`src/verilog/fps_pkg.sv`:
```
/*
 * Constants and carrier types of the flyback protection sequencer.
 * Assumes a 25 MHz internal clock; analog comparators arrive as levels.
 */
package fps_pkg;

	localparam int unsigned CLK_HZ = 25000000;
	localparam int unsigned OVERLOAD_TIMEOUT_MS = 60;
	localparam int unsigned OVERLOAD_TIMEOUT_CYC = (CLK_HZ / 1000) * OVERLOAD_TIMEOUT_MS;
	localparam int unsigned OVP_SAMPLE_NS = 2000;
	localparam int unsigned OVP_SAMPLE_CYC = (OVP_SAMPLE_NS * (CLK_HZ / 1000000) + 999) / 1000;
	localparam int unsigned LEB_NS = 300;
	localparam int unsigned LEB_CYC = (LEB_NS * (CLK_HZ / 1000000) + 999) / 1000;
	localparam int unsigned F_HIGH_KHZ = 65;
	localparam int unsigned F_PEAK_KHZ = 80;
	localparam int unsigned F_LOW_KHZ = 25;
	localparam logic [9:0] PER_HIGH = 10'((CLK_HZ / 1000) / F_HIGH_KHZ);
	localparam logic [9:0] PER_PEAK = 10'((CLK_HZ / 1000) / F_PEAK_KHZ);
	localparam logic [9:0] PER_LOW = 10'((CLK_HZ / 1000) / F_LOW_KHZ);
	localparam logic [9:0] TON_MAX_PCT = 10'h050;
	localparam logic [2:0] OVP_LIMIT = 3'h4;
	localparam logic [1:0] OVERLOAD_RESTARTS = 2'h3;
	localparam logic [3:0] MAXDUTY_LIMIT = 4'h8;
	localparam logic [1:0] CEIL_LOW = 2'h1;
	localparam logic [1:0] CEIL_HIGH = 2'h2;
	localparam logic [1:0] CEIL_PEAK = 2'h3;

	typedef enum logic [2:0]
	{
		MODE_LOW = 3'h1,
		MODE_HIGH = 3'h2,
		MODE_PEAK = 3'h4
	} fps_mode_t;

	typedef enum logic [3:0]
	{
		ST_RUN = 4'h1,
		ST_DISCHARGE = 4'h2,
		ST_RECHARGE = 4'h4,
		ST_LATCHED = 4'h8
	} fps_state_t;

	// Comparator levels from the analog front end
	typedef struct packed
	{
		logic ctrl_above_400mv;
		logic ctrl_low_power;
		logic ctrl_peak_power;
		logic sense_above_ctrl;
		logic sense_above_ovp;
		logic supply_above_ovp;
		logic supply_below_lockout;
		logic supply_at_startup;
		logic temp_over;
	} fps_cmp_t;

	// Status toward the gate driver and compensation
	typedef struct packed
	{
		fps_mode_t mode;
		logic [1:0] peak_ceiling;
		logic comp_enable;
		logic latched;
		logic restarting;
	} fps_stat_t;

endpackage

```
`src/verilog/fps_sequencer.sv`:
```
/*
 * Digital protection and mode sequencer of a flyback controller.
 * Assumes comparator levels asynchronous to clk; supply power-up drives nrst.
 */
`timescale 1ns/1ps
module fps_sequencer
	import fps_pkg::*;
#(
	parameter int unsigned OVERLOAD_CYC = OVERLOAD_TIMEOUT_CYC
)
(
	input wire logic clk,
	input wire logic nrst,
	input wire fps_cmp_t cmp_in,
	output logic gate_drive,
	output fps_stat_t status
);

	////////////////////////////////////////////////////////////////////////
	// Three-stage input synchronisers
	localparam int unsigned NCMP = $bits(fps_cmp_t);
	logic [NCMP-1:0] s1_q, s2_q, s3_q;
	logic [NCMP-1:0] clean_q, clean_d;
	fps_cmp_t cmp;

	genvar gi;
	generate
		for (gi = 0; gi < NCMP; gi++)
		begin : g_sync
			always_comb
			begin
				clean_d[gi] = (s2_q[gi] == s3_q[gi]) ? s2_q[gi] : clean_q[gi];
			end
		end
	endgenerate

	always_ff @(posedge clk or negedge nrst)
	begin
		if (!nrst)
		begin
			s1_q <= '0;
			s2_q <= '0;
			s3_q <= '0;
			clean_q <= '0;
		end
		else
		begin
			s1_q <= cmp_in;
			s2_q <= s1_q;
			s3_q <= s2_q;
			clean_q <= clean_d;
		end
	end

	assign cmp = fps_cmp_t'(clean_q);

	////////////////////////////////////////////////////////////////////////
	// Oscillator, stroke and protection state
	fps_state_t st_q, st_d;
	fps_mode_t mode_q, mode_d;
	logic [9:0] cyc_q, cyc_d;
	logic gate_q, gate_d;
	logic [9:0] since_off_q, since_off_d;
	logic sampled_q, sampled_d;
	logic [2:0] sovp_q, sovp_d;
	logic [2:0] vovp_q, vovp_d;
	logic [3:0] maxd_q, maxd_d;
	logic [31:0] ovld_q, ovld_d;
	logic [1:0] rst_left_q, rst_left_d;

	logic [9:0] period;
	logic [9:0] ton_max;
	logic cycle_start;
	logic blanked;
	logic fault_latch;

	function automatic logic [9:0] period_of(input fps_mode_t m);
		case (m)
			MODE_LOW: period_of = PER_LOW;
			MODE_PEAK: period_of = PER_PEAK;
			default: period_of = PER_HIGH;
		endcase
	endfunction

	always_comb
	begin
		period = period_of(mode_q);
		ton_max = 10'((32'(period) * 32'(TON_MAX_PCT)) / 32'd100);
		cycle_start = (cyc_q == 10'h000);
		blanked = (cyc_q < 10'(LEB_CYC));
		fault_latch = (sovp_q == OVP_LIMIT) || (vovp_q == OVP_LIMIT) || cmp.temp_over;

		// Mode select; period changes only at cycle boundary
		mode_d = mode_q;
		if (cycle_start)
		begin
			if (cmp.ctrl_low_power)
				mode_d = MODE_LOW;
			else if (cmp.ctrl_peak_power)
				mode_d = MODE_PEAK;
			else
				mode_d = MODE_HIGH;
		end

		cyc_d = (cyc_q + 10'h001 >= period) ? 10'h000 : cyc_q + 10'h001;
		gate_d = gate_q;
		since_off_d = since_off_q;
		sampled_d = sampled_q;
		sovp_d = sovp_q;
		vovp_d = vovp_q;
		maxd_d = maxd_q;
		ovld_d = ovld_q;
		st_d = st_q;
		rst_left_d = rst_left_q;

		case (st_q)
			ST_RUN:
			begin
				if (cycle_start)
				begin
					gate_d = 1'b1;
					sampled_d = 1'b0;
					if (cmp.supply_above_ovp)
						vovp_d = vovp_q + 3'h1;
					else
						vovp_d = 3'h0;
				end
				else if (gate_q && !blanked && cmp.sense_above_ctrl)
				begin
					gate_d = 1'b0;
					since_off_d = 10'h000;
					maxd_d = 4'h0;
				end
				else if (gate_q && cyc_q >= ton_max)
				begin
					gate_d = 1'b0;
					since_off_d = 10'h000;
					maxd_d = maxd_q + 4'h1;
				end
				if (!gate_q && !sampled_q)
				begin
					since_off_d = since_off_q + 10'h001;
					if (since_off_q == 10'(OVP_SAMPLE_CYC - 1))
					begin
						sampled_d = 1'b1;
						sovp_d = cmp.sense_above_ovp ? sovp_q + 3'h1 : 3'h0;
					end
				end
				if (cmp.ctrl_above_400mv)
					ovld_d = ovld_q + 32'h1;
				else
					ovld_d = 32'h0;
				if (fault_latch)
				begin
					st_d = ST_LATCHED;
					gate_d = 1'b0;
				end
				else if (ovld_q >= OVERLOAD_CYC)
				begin
					st_d = ST_DISCHARGE;
					rst_left_d = OVERLOAD_RESTARTS;
					gate_d = 1'b0;
				end
				else if (maxd_q == MAXDUTY_LIMIT || cmp.supply_below_lockout)
				begin
					st_d = ST_DISCHARGE;
					rst_left_d = 2'h1;
					gate_d = 1'b0;
				end
			end
			ST_DISCHARGE:
			begin
				gate_d = 1'b0;
				ovld_d = 32'h0;
				maxd_d = 4'h0;
				sovp_d = 3'h0;
				vovp_d = 3'h0;
				if (cmp.supply_below_lockout)
					st_d = ST_RECHARGE;
			end
			ST_RECHARGE:
			begin
				gate_d = 1'b0;
				if (cmp.supply_at_startup)
				begin
					rst_left_d = rst_left_q - 2'h1;
					st_d = (rst_left_q == 2'h1) ? ST_RUN : ST_DISCHARGE;
				end
			end
			default:
			begin
				gate_d = 1'b0;
				st_d = ST_LATCHED;
			end
		endcase
	end

	always_ff @(posedge clk or negedge nrst)
	begin
		if (!nrst)
		begin
			st_q <= ST_RECHARGE;
			mode_q <= MODE_HIGH;
			cyc_q <= '0;
			gate_q <= 1'b0;
			since_off_q <= '0;
			sampled_q <= 1'b1;
			sovp_q <= '0;
			vovp_q <= '0;
			maxd_q <= '0;
			ovld_q <= '0;
			rst_left_q <= 2'h1;
		end
		else
		begin
			st_q <= st_d;
			mode_q <= mode_d;
			cyc_q <= cyc_d;
			gate_q <= gate_d;
			since_off_q <= since_off_d;
			sampled_q <= sampled_d;
			sovp_q <= sovp_d;
			vovp_q <= vovp_d;
			maxd_q <= maxd_d;
			ovld_q <= ovld_d;
			rst_left_q <= rst_left_d;
		end
	end

	////////////////////////////////////////////////////////////////////////
	// Outputs
	assign gate_drive = gate_q;
	assign status.mode = mode_q;
	assign status.peak_ceiling = (mode_q == MODE_LOW) ? CEIL_LOW : (mode_q == MODE_PEAK) ? CEIL_PEAK : CEIL_HIGH;
	assign status.comp_enable = (mode_q != MODE_LOW);
	assign status.latched = (st_q == ST_LATCHED);
	assign status.restarting = (st_q == ST_DISCHARGE) || (st_q == ST_RECHARGE);

	////////////////////////////////////////////////////////////////////////
	// Assertions
	property p_latch_holds;
		@(posedge clk) disable iff (!nrst)
		st_q == ST_LATCHED |=> st_q == ST_LATCHED && !gate_q;
	endproperty
	a_latch_holds: assert property (p_latch_holds) else $error("latch released");

	property p_temp_latch;
		@(posedge clk) disable iff (!nrst)
		st_q == ST_RUN && cmp.temp_over |=> st_q == ST_LATCHED;
	endproperty
	a_temp_latch: assert property (p_temp_latch) else $error("overtemperature not latched");

	property p_sense_ovp;
		@(posedge clk) disable iff (!nrst)
		st_q == ST_RUN && sovp_q == OVP_LIMIT |=> st_q == ST_LATCHED;
	endproperty
	a_sense_ovp: assert property (p_sense_ovp) else $error("sense overvoltage not latched");

	property p_supply_ovp_clear;
		@(posedge clk) disable iff (!nrst)
		st_q == ST_RUN && cycle_start && !cmp.supply_above_ovp |=> vovp_q == 3'h0;
	endproperty
	a_supply_ovp_clear: assert property (p_supply_ovp_clear) else $error("supply counter not cleared");

	property p_overload_trip;
		@(posedge clk) disable iff (!nrst)
		st_q == ST_RUN && ovld_q >= OVERLOAD_CYC && !fault_latch
			|=> st_q == ST_DISCHARGE && rst_left_q == OVERLOAD_RESTARTS;
	endproperty
	a_overload_trip: assert property (p_overload_trip) else $error("overpower not tripped");

	property p_overload_clear;
		@(posedge clk) disable iff (!nrst)
		st_q == ST_RUN && !cmp.ctrl_above_400mv |=> ovld_q == 32'h0;
	endproperty
	a_overload_clear: assert property (p_overload_clear) else $error("overload timer not cleared");

	property p_blank;
		@(posedge clk) disable iff (!nrst)
		st_q == ST_RUN && gate_q && blanked && !cycle_start && !fault_latch && ovld_q < OVERLOAD_CYC
			&& maxd_q != MAXDUTY_LIMIT && !cmp.supply_below_lockout && cyc_q < ton_max |=> gate_q;
	endproperty
	a_blank: assert property (p_blank) else $error("stroke ended while blanked");

	property p_supply_ovp;
		@(posedge clk) disable iff (!nrst)
		st_q == ST_RUN && vovp_q == OVP_LIMIT |=> st_q == ST_LATCHED && !gate_q;
	endproperty
	a_supply_ovp: assert property (p_supply_ovp) else $error("supply overvoltage not latched");

	property p_maxduty;
		@(posedge clk) disable iff (!nrst)
		st_q == ST_RUN && maxd_q == MAXDUTY_LIMIT && !fault_latch |=> st_q == ST_DISCHARGE && !gate_q;
	endproperty
	a_maxduty: assert property (p_maxduty) else $error("maximum duty run not restarted");

	property p_restart_again;
		@(posedge clk) disable iff (!nrst)
		st_q == ST_RECHARGE && cmp.supply_at_startup && rst_left_q != 2'h1 |=> st_q == ST_DISCHARGE;
	endproperty
	a_restart_again: assert property (p_restart_again) else $error("restart cycle skipped");

	property p_lowpower_comp;
		@(posedge clk) disable iff (!nrst)
		mode_q == MODE_LOW |-> !status.comp_enable && status.peak_ceiling == CEIL_LOW;
	endproperty
	a_lowpower_comp: assert property (p_lowpower_comp) else $error("low power outputs wrong");

	c_latched: cover property (@(posedge clk) disable iff (!nrst) st_q == ST_RUN ##1 st_q == ST_LATCHED);
	c_overload: cover property (@(posedge clk) disable iff (!nrst) rst_left_q == 2'h3 && st_q == ST_RECHARGE);
	c_peak: cover property (@(posedge clk) disable iff (!nrst) mode_q == MODE_PEAK && gate_q);
	c_resume: cover property (@(posedge clk) disable iff (!nrst) st_q == ST_RECHARGE ##1 st_q == ST_RUN);

endmodule
```
`config.mk`:
```
export PLATFORM = sky130hd
export DESIGN_NAME = fps_sequencer
export DESIGN_NICKNAME = d
export VERILOG_FILES = /design/src/verilog/fps_pkg.sv /design/src/verilog/fps_sequencer.sv
export SDC_FILE = /design/constraint.sdc
export NUM_CORES = 1
export LEC_CHECK = 0
export BUFFER_PORTS_ARGS = -buffer_cell sky130_fd_sc_hd__buf_2
export CAP_MARGIN = 15
export CORE_ASPECT_RATIO = 0.9
export CORE_MARGIN = 2
export CORE_UTILIZATION = 40
export CTS_CLUSTER_SIZE = 28
export DETAILED_ROUTE_END_ITERATION = 10
export GPL_TIMING_DRIVEN = 1
export PLACE_DENSITY = 0.54
export SETUP_SLACK_MARGIN = 0.3
export SYNTH_ARGS = -nofsm -noshare
export SYNTH_HDL_FRONTEND = slang
export SYNTH_SLANG_ARGS = --single-unit
```
`constraint.sdc`:
```
create_clock -name clk -period 4.59 [get_ports clk]
set_input_delay 0.6885 -clock clk [delete_from_list [all_inputs] [get_ports clk]]
set_output_delay 0.6885 -clock clk [all_outputs]
set_load 0.03 [all_outputs]
```
==> flow_metrics.py, run 1 <==
metrics = {
    "logic_synthesis": {
        "synth.net_count": 584,
        "syn-mean-instance-area_um2": 9.94,
        "synth.yosys.seq_area_share_pct": 50.6,
        "post_synth_num_cell_types": 62,
        "ys_dominant_reg_cell": "dfrtp_1",
        "ys_seq_elements": 109,
        "synth.cell_area_um2": 5400,
        "gate_count_post_synth": 543,
        "synth_edf_count": 0,
        "post_synth_arst_share_pct": 100,
        "yosysWarningCount": 0,
    },
    "clocking": {
        "ctsHoldBuffers": 0,
        "clock_insertion_delay_worst_skew_ps": 360,
        "tritoncts": "built",
        "number_of_gates_resized_after_cts": 0,
        "clock_path_buffers": 2,
        "cts_htree_levels": 3,
        "num_cts_buffers": 9,
        "cts_root_buf": "clkbuf_16",
        "worst_setup_hold_path_clk_slew_ps": 70,
        "postCtsSetupRepairBufs": 0,
        "clkSinkCount": 109,
    },
    "sta": {
        "hold_viol_final": 0,
        "final.min_clock_period_ps": 3150,
        "worst_pin_slew_ps": 1030,
        "final-max-slew-violation-count": 0,
        "setup_repair_after_global_routing_missed_its_margin": "no",
        "fin_tns_setup_ps": 0,
        "fin_crit_sh_pct": 68.6,
        "maxClockFrequency_ghz": 0.318,
        "fin_worst_hold_slack_ps": 350,
        "timing.final.setup_violations": 0,
        "worst_slew_margin_rel_pct": 31.7,
        "final_clock_skew_ps": 11.2,
    },
    "global_routing": {
        "grt_max_degree": 82,
        "global_route.usage.total_pct": 16.6,
        "antenna_violations_before_repair": 0,
        "globalRouteOverflowTotal": 0,
        "first_global_vias": 3901,
        "grt_first_pass_wirelength_um": 19300,
    },
    "detailed_routing": {
        "first_iter_violations": 257,
        "drt_pass1_iterations": 5,
        "ant_nets": 0,
        "vias_per_cell": 5.48,
        "postRouteWirelength_um": 10900,
        "routed_wire_length_per_instance_um": 14.9,
        "num_vias": 4009,
        "drc": 0,
    },
    "worst_setup_path": {
        "critical_path_class": "register to register",
        "crit-reg2reg-capture": "maxd_q[2]$_DFFE_PN0P_",
        "r2r_start": "mode_q[2]$_DFFE_PN0P_",
        "timing.reg2reg.worst_path_depth": 7,
        "crit_fanout": 6,
        "timing.reg2reg.setup_slack_ps": 1440,
        "start_kind": "register",
        "timing.critical_path.required_ps": 4830,
        "cp-end-kind": "register",
        "cp.arrival_ps": 3390,
    },
    "placement": {
        "port_bufs": 19,
        "gpl.final_weighted_congestion": 0.789,
        "dp_hpwl_um": 7340,
    },
    "cells_and_area": {
        "areaGrowthSynthToFinish_pct": 10.3,
        "n_diodes": 0,
        "layout.nets": 599,
        "layout_cell_share_with_drive_strength_beyond_1_pct": 10.3,
        "fillCellCount": 1243,
    },
    "floorplan": {
        "die_h_um": 114,
        "core_um2": 13300,
        "num_rows": 40,
        "fp.dieArea_um2": 14400,
        "initial_utilization_pct": 40.7,
        "io-pin-count": 20,
        "die_w_um": 126,
    },
    "power_and_ir_drop": {
        "p_leak_uw": 0.00263,
        "power_density_nw_per_um2": 311,
        "ir_drop_mv": 0.269,
    },
    "status": {
        "outcome": "complete, no violations",
    },
    "hold_path": {
        "hp-start": "s1_q[5]$_DFF_PN0_",
        "timing.hold.worst_path_depth": 0,
        "timing.hold.worst_endpoint": "s2_q[5]$_DFF_PN0_",
        "worst_hold_path_type": "register to register",
    },
    "run": {
        "drv_cap": 0,
    },
}
[cells in the final DEF, fill, tap and decap left out, drive strengths merged, types with 5 or more instances in the layout]
| master | Yosys | layout |
|---|---|---|
| a21oi | 30 | 30 |
| a31oi | 9 | 9 |
| and2 | 9 | 9 |
| and3 | 12 | 12 |
| and4 | 5 | 5 |
| buf | 5 | 23 |
| clkbuf | 15 | 11 |
| dfrtp | 105 | 105 |
| ha | 30 | 30 |
| inv | 31 | 33 |
| maj3 | 9 | 9 |
| nand2 | 56 | 56 |
| nand3 | 27 | 27 |
| nand4 | 11 | 11 |
| nor2 | 25 | 25 |
| nor2b | 9 | 9 |
| nor3 | 9 | 9 |
| nor4 | 6 | 6 |
| nor4b | 5 | 5 |
| o21ai | 61 | 61 |
| o31ai | 7 | 7 |
| xor2 | 9 | 9 |
[sequential cells by signal (all words and copies together) (netlist names), 2 cells and up]
signal       flops
clean_q          9
cyc_q           10
s1_q             9
rst_left_q       2
ovld_q          32
st_q             4
s2_q             9
s3_q             9
maxd_q           4
sovp_q           3
vovp_q           3
mode_q           3
since_off_q     10
[worst max-delay path, cell delays in order (launching register included)]
cell	delay [ps]
dfrtp_1	410
or3b_2	520
ha_1	320
nand4_1	140
o41ai_1	830
o211ai_1	230
a221o_1	380
a32o_1	200
[cells in the mapped netlist, types with 3 or more instances]
cell type	number	share of area [%]
dfrtp_1	105	49
o21ai_0	60	5.6
nand2_1	56	3.9
inv_1	31	2.2
a21oi_1	30	2.8
ha_1	30	7.0
nand3_1	27	2.5
nor2_1	25	1.7
clkbuf_1	14	0.97
and3_1	12	1.4
nand4_1	11	1.3
a31oi_1	9	1.0
maj3_1	9	1.7
nor2b_1	9	1.0
xor2_1	9	1.5
and2_1	8	0.93
nor3_1	8	0.74
o31ai_1	7	0.97
and4_1	5	0.81
dfstp_2	4	1.9
nand4b_1	4	0.65
nor4_1	4	0.46
o22ai_1	4	0.46
nand2b_1	3	0.35
nor4b_1	3	0.49
o2111ai_1	3	0.49
o211ai_1	3	0.42
or2_2	3	0.35
[layer usage]
metal / vias to the layer above / GRT usage (%) / part of all wire (%)
met5: - / 0 / 0
met4: 0 / 5.49 / 0.91
met3: 10 / 4.11 / 3.2
met2: 63 / 25.8 / 46
met1: 1962 / 22.9 / 50
li1: 1974 / - / -
[worst max-delay path by stage]
| stage | start | endpoint | slack, ps | cells past startpoint |
|---|---|---|---|---|
| after floorplan | mode_q[0]$_DFFE_PN0P_ | maxd_q[2]$_DFFE_PN0P_ | 1480 | 7 |
| after global placement | mode_q[2]$_DFFE_PN0P_ | maxd_q[2]$_DFFE_PN0P_ | 1600 | 7 |
| after detailed placement | mode_q[2]$_DFFE_PN0P_ | maxd_q[2]$_DFFE_PN0P_ | 1440 | 7 |
| after CTS | mode_q[2]$_DFFE_PN0P_ | maxd_q[2]$_DFFE_PN0P_ | 1430 | 7 |
| after global routing | mode_q[2]$_DFFE_PN0P_ | since_off_q[1]$_DFFE_PN0P_ | 1250 | 7 |
| final | mode_q[2]$_DFFE_PN0P_ | maxd_q[2]$_DFFE_PN0P_ | 1440 | 7 |
[layout make-up]
cell class | count | area [um^2] | share of cell area [%]
clock buffer | 10 | 229 | 3.84
sequential | 109 | 2730 | 45.9
timing repair buffer | 24 | 133 | 2.23
multi-input combinational | 383 | 2450 | 41.2
inverter | 31 | 116 | 1.95
clock inverter | 6 | 83.8 | 1.41
tap | 168 | 210 | 3.53
[where the power goes]
group | leakage [uW] | total [uW] | internal [uW] | switching, uW
clock network | 0.000152 | 818 | 436 | 381
registers | 0.00134 | 993 | 980 | 13.5
logic | 0.00114 | 41.0 | 13.8 | 27.2
[cell families after synthesis]
kind of cell               share of synthesized area, %
DFF                                                50.6
AOI/OAI and AO/OA                                  14.9
buffers and inverters                              3.96
adders and majority gates                          8.62
muxes                                             0.579
and+or+nand+nor                                    19.6
other                                             0.139
xor gates and xnor gates                           1.62
[stage by stage]
step	util [%]	cell area [um^2]	setup WS (ps)	std cells	total power (uW)
5_1_grt	44.9	5960	1250	731	1930
3_3_place_gp	42.5	5640	1600	714	1050
4_1_cts	44.9	5950	1430	730	1890
6_report	44.9	5960	1440	731	1850
2_1_floorplan	-	5400	1480	543	1020
3_5_place_dp	42.5	5640	1440	714	1060
Note: power is estimated with default switching activity, not from simulation.
==> run 2: changes to the inputs <==
Settings changed: ABC_AREA set to 1, PLACE_DENSITY 0.54 to 0.55.
Clock period 4.59 ns to 2.7 ns, I/O delays scaled along.
==> run 2 against run 1 <==
Clock skew down 4.1 ps. Critical path depth rose by 9. Maximum frequency rose by 41%. Sequential power grew 70%. Critical path type unchanged. Largest power group unchanged.
==> flow_metrics.py, run 2 <==
metrics = {
    "status": {
        "outcome": "complete, no violations",
    },
    "power_and_ir_drop": {
        "power.share.switching_pct": 23.3,
        "power.clock.fraction_pct": 44.4,
        "ir_drop_mv": 0.346,
        "power_report.internal_total_uw": 2430,
        "power.net_switching_uw": 736,
        "p_leak_uw": 0.00317,
        "pwr-share-seq_pct": 53.3,
        "power.share.combinational_pct": 2.3,
        "power_density_nw_per_um2": 463,
    },
    "logic_synthesis": {
        "synth.top_cell.area_share_pct": 43.1,
        "yosysWarningCount": 0,
        "post_synth_mux_area_share_pct": 0,
        "yosysMostFrequentCell": "nand2_1",
        "syn-mean-instance-area_um2": 7.79,
        "ys_seq_elements": 109,
        "synth_xor_xnor_area_share_pct": 1.29,
        "ys_dominant_reg_cell": "dfrtp_1",
        "post_synth_num_cell_types": 41,
        "gate_count_post_synth": 783,
        "post_synth_and_or_nand_nor_area_fraction_pct": 31.7,
        "synth.cell_area_um2": 6100,
        "synth_compound_gate_area_share_pct": 6.34,
        "synth.net_count": 824,
        "synth_edf_count": 0,
        "post_synth_arst_share_pct": 100,
        "yosys.area.top_type": "dfrtp_1",
        "synth_top_family_by_area": "simple AND/OR/NAND/NOR gates",
        "post_synth_most_frequent_cells": "196 x nand2_1, 111 x inv_1, 105 x dfrtp_1",
        "synth.yosys.seq_area_share_pct": 44.8,
        "synth.area.top_cells": "dfrtp_1 43%, nand2_1 12%, inv_1 6.8%",
        "post_synth_fa_ha_maj_area_fraction_pct": 7.63,
    },
    "detailed_routing": {
        "drc": 0,
        "vias_per_cell": 5.06,
        "postRouteWirelength_um": 13800,
        "drt_pass1_iterations": 5,
        "ant_nets": 0,
        "first_iter_violations": 327,
        "num_vias": 5140,
        "routed_wire_length_per_instance_um": 13.6,
    },
    "global_routing": {
        "antenna_violations_before_repair": 0,
        "first_global_vias": 5111,
        "grt_max_degree": 51,
        "grt_first_pass_wirelength_um": 24100,
        "globalRouteOverflowTotal": 0,
        "global_route.usage.total_pct": 18.5,
    },
    "sta": {
        "setup_repair_after_global_routing_missed_its_margin": "yes",
        "final.min_clock_period_ps": 2240,
        "maxClockFrequency_ghz": 0.446,
        "worst_pin_slew_ps": 649,
        "fin_crit_sh_pct": 83.0,
        "worst_slew_margin_rel_pct": 56.8,
        "hold_viol_final": 0,
        "fin_tns_setup_ps": 0,
        "final_clock_skew_ps": 7.18,
        "final-max-slew-violation-count": 0,
        "timing.final.setup_violations": 0,
    },
    "cells_and_area": {
        "top_register": "ovld_q",
        "areaGrowthSynthToFinish_pct": 11.9,
        "layout.cells.most_common_list": "196 x nand2_1, 110 x inv_1, 103 x dfrtp_1, 90 x nor2_1, 62 x nand3_1",
        "utilization_pct": 46.1,
        "n_diodes": 0,
        "layout.nets": 853,
        "largest_reg_flops": 32,
        "layout_cell_share_with_drive_strength_beyond_1_pct": 12.0,
        "biggestRegsByFlops": "ovld_q x32, cyc_q x10, since_off_q x10",
        "layout_commonest_cell": "nand2_1",
    },
    "worst_setup_path": {
        "crit_path_top_delay_cell": "dfrtp_1",
        "worst-path-buf-inv": 4,
        "critical_path_class": "register to register",
        "r2r_start": "cyc_q[0]$_DFF_PN0_",
        "timing.reg2reg.worst_path_depth": 16,
        "start_kind": "register",
        "critical-path-top-cell-by-count": "inv_1",
        "cpLargestDelayFamily": "simple AND/OR/NAND/NOR gates",
        "cp_num_cells": 16,
        "timing.critical_path.required_ps": 2940,
        "timing.reg2reg.setup_slack_ps": 460,
        "crit-reg2reg-capture": "cyc_q[5]$_DFF_PN0_",
        "cp-end-kind": "register",
        "crit_chain": "ha_2 -> nand2_2 -> nor2_4 -> inv_1 -> nor2_2 -> inv_1 -> o21ai_1 -> inv_1 -> ha_1 -> nand2_1 -> inv_1 -> nand3_1 -> nor2_1 -> nand3_2 -> nand4_4 -> nor2_1",
        "crit_path_from": "cyc_q[0]$_DFF_PN0_",
        "crit_fanout": 5,
        "crit_path_max_incr_delay_ps": 370,
        "setup.worst_path.end": "cyc_q[5]$_DFF_PN0_",
        "cp.arrival_ps": 2480,
    },
    "floorplan": {
        "die_h_um": 121,
        "die_w_um": 134,
        "fp.dieArea_um2": 16200,
        "initial_utilization_pct": 41.1,
        "io-pin-count": 20,
        "core_um2": 14800,
        "num_rows": 42,
    },
    "clocking": {
        "num_cts_buffers": 9,
        "clkSinkCount": 109,
        "clock_path_buffers": 2,
        "cts_root_buf": "clkbuf_16",
        "cts_htree_levels": 3,
        "worst_setup_hold_path_clk_slew_ps": 70,
        "ctsHoldBuffers": 0,
        "clock_insertion_delay_worst_skew_ps": 360,
        "tritoncts": "built",
    },
    "placement": {
        "port_bufs": 19,
        "dp_hpwl_um": 10300,
        "gpl.final_weighted_congestion": 0.921,
    },
    "hold_path": {
        "worst_hold_path_type": "input port to asynchronous set/reset pin",
    },
    "run": {
        "drv_cap": 0,
    },
}
==> run 2: power by group through the flow <==
| stage | Clock [uW] | Combinational (uW) | Sequential, uW |
|---|---|---|---|
| after floorplan | 0 | 23.7 | 1710 |
| after CTS | 1460 | 76.0 | 1690 |
| after global placement | 0 | 73.1 | 1720 |
| after detailed placement | 0 | 75.5 | 1720 |
| final | 1400 | 72.5 | 1690 |
| after global routing | 1500 | 85.4 | 1690 |
==> run 2: what timing repair did <==
item / CTS / global route
endpoints found under the hold margin: 0 / 0
pin swaps: 0 / 2
endpoints found under the setup margin: 25 / 25
gates resized for setup: 2 / 15
buffers inserted: 2 / 0
cloned: 0 / 1
==> run 2: area by class of cell <==
class / count / area [um^2]
clock buffer: 9 / 225
timing repair buffer: 26 / 163
clock inverter: 7 / 85.1
fill: 1503 / 7990
tap: 198 / 248
sequential: 109 / 2740
inverter: 116 / 435
multi-input combinational: 550 / 2930
==> run 2: worst min path at each step <==
| stage | from | to | slack (ps) |
|---|---|---|---|
| after global placement | s1_q[6]$_DFF_PN0_ | s2_q[6]$_DFF_PN0_ | 330 |
| after global routing | nrst | cyc_q[4]$_DFF_PN0_ | 110 |
| final | nrst | cyc_q[4]$_DFF_PN0_ | 60 |
| after CTS | nrst | cyc_q[4]$_DFF_PN0_ | 90 |
| after floorplan | nrst | clean_q[0]$_DFFE_PN0N_ | 110 |
| after detailed placement | s1_q[1]$_DFF_PN0_ | s2_q[1]$_DFF_PN0_ | 330 |
==> run 2: cells by family after synthesis <==
family / after synthesis
xor+xnor: 9
simple gates: 427
buf+inv: 125
compound gates: 72
other cells: 2
flops: 109
fa+ha+maj: 39
==> run 2: routing by layer <==
metal,GRT usage (%),part of all wire [%],up-vias,wire length [um]
li1,-,-,2559,-
met1,25.5,49,2489,6740
met2,30.1,47,80,6450
met3,3.34,3.6,12,494
met4,4.93,1.1,0,146
met5,0,0,-,0
==> run 2: stage by stage <==
step / std cells / setup slack [ps] / instance area (um^2) / hold WS, ps / total power (uW)
after CTS: 1014 / 351 / 6770 / 85.3 / 3220
after floorplan: 783 / 309 / 6100 / 109 / 1740
after global routing: 1015 / 295 / 6830 / 114 / 3280
after detailed placement: 996 / 162 / 6440 / 335 / 1790
after global placement: 996 / 296 / 6440 / 333 / 1790
final: 1015 / 459 / 6830 / 61.5 / 3160
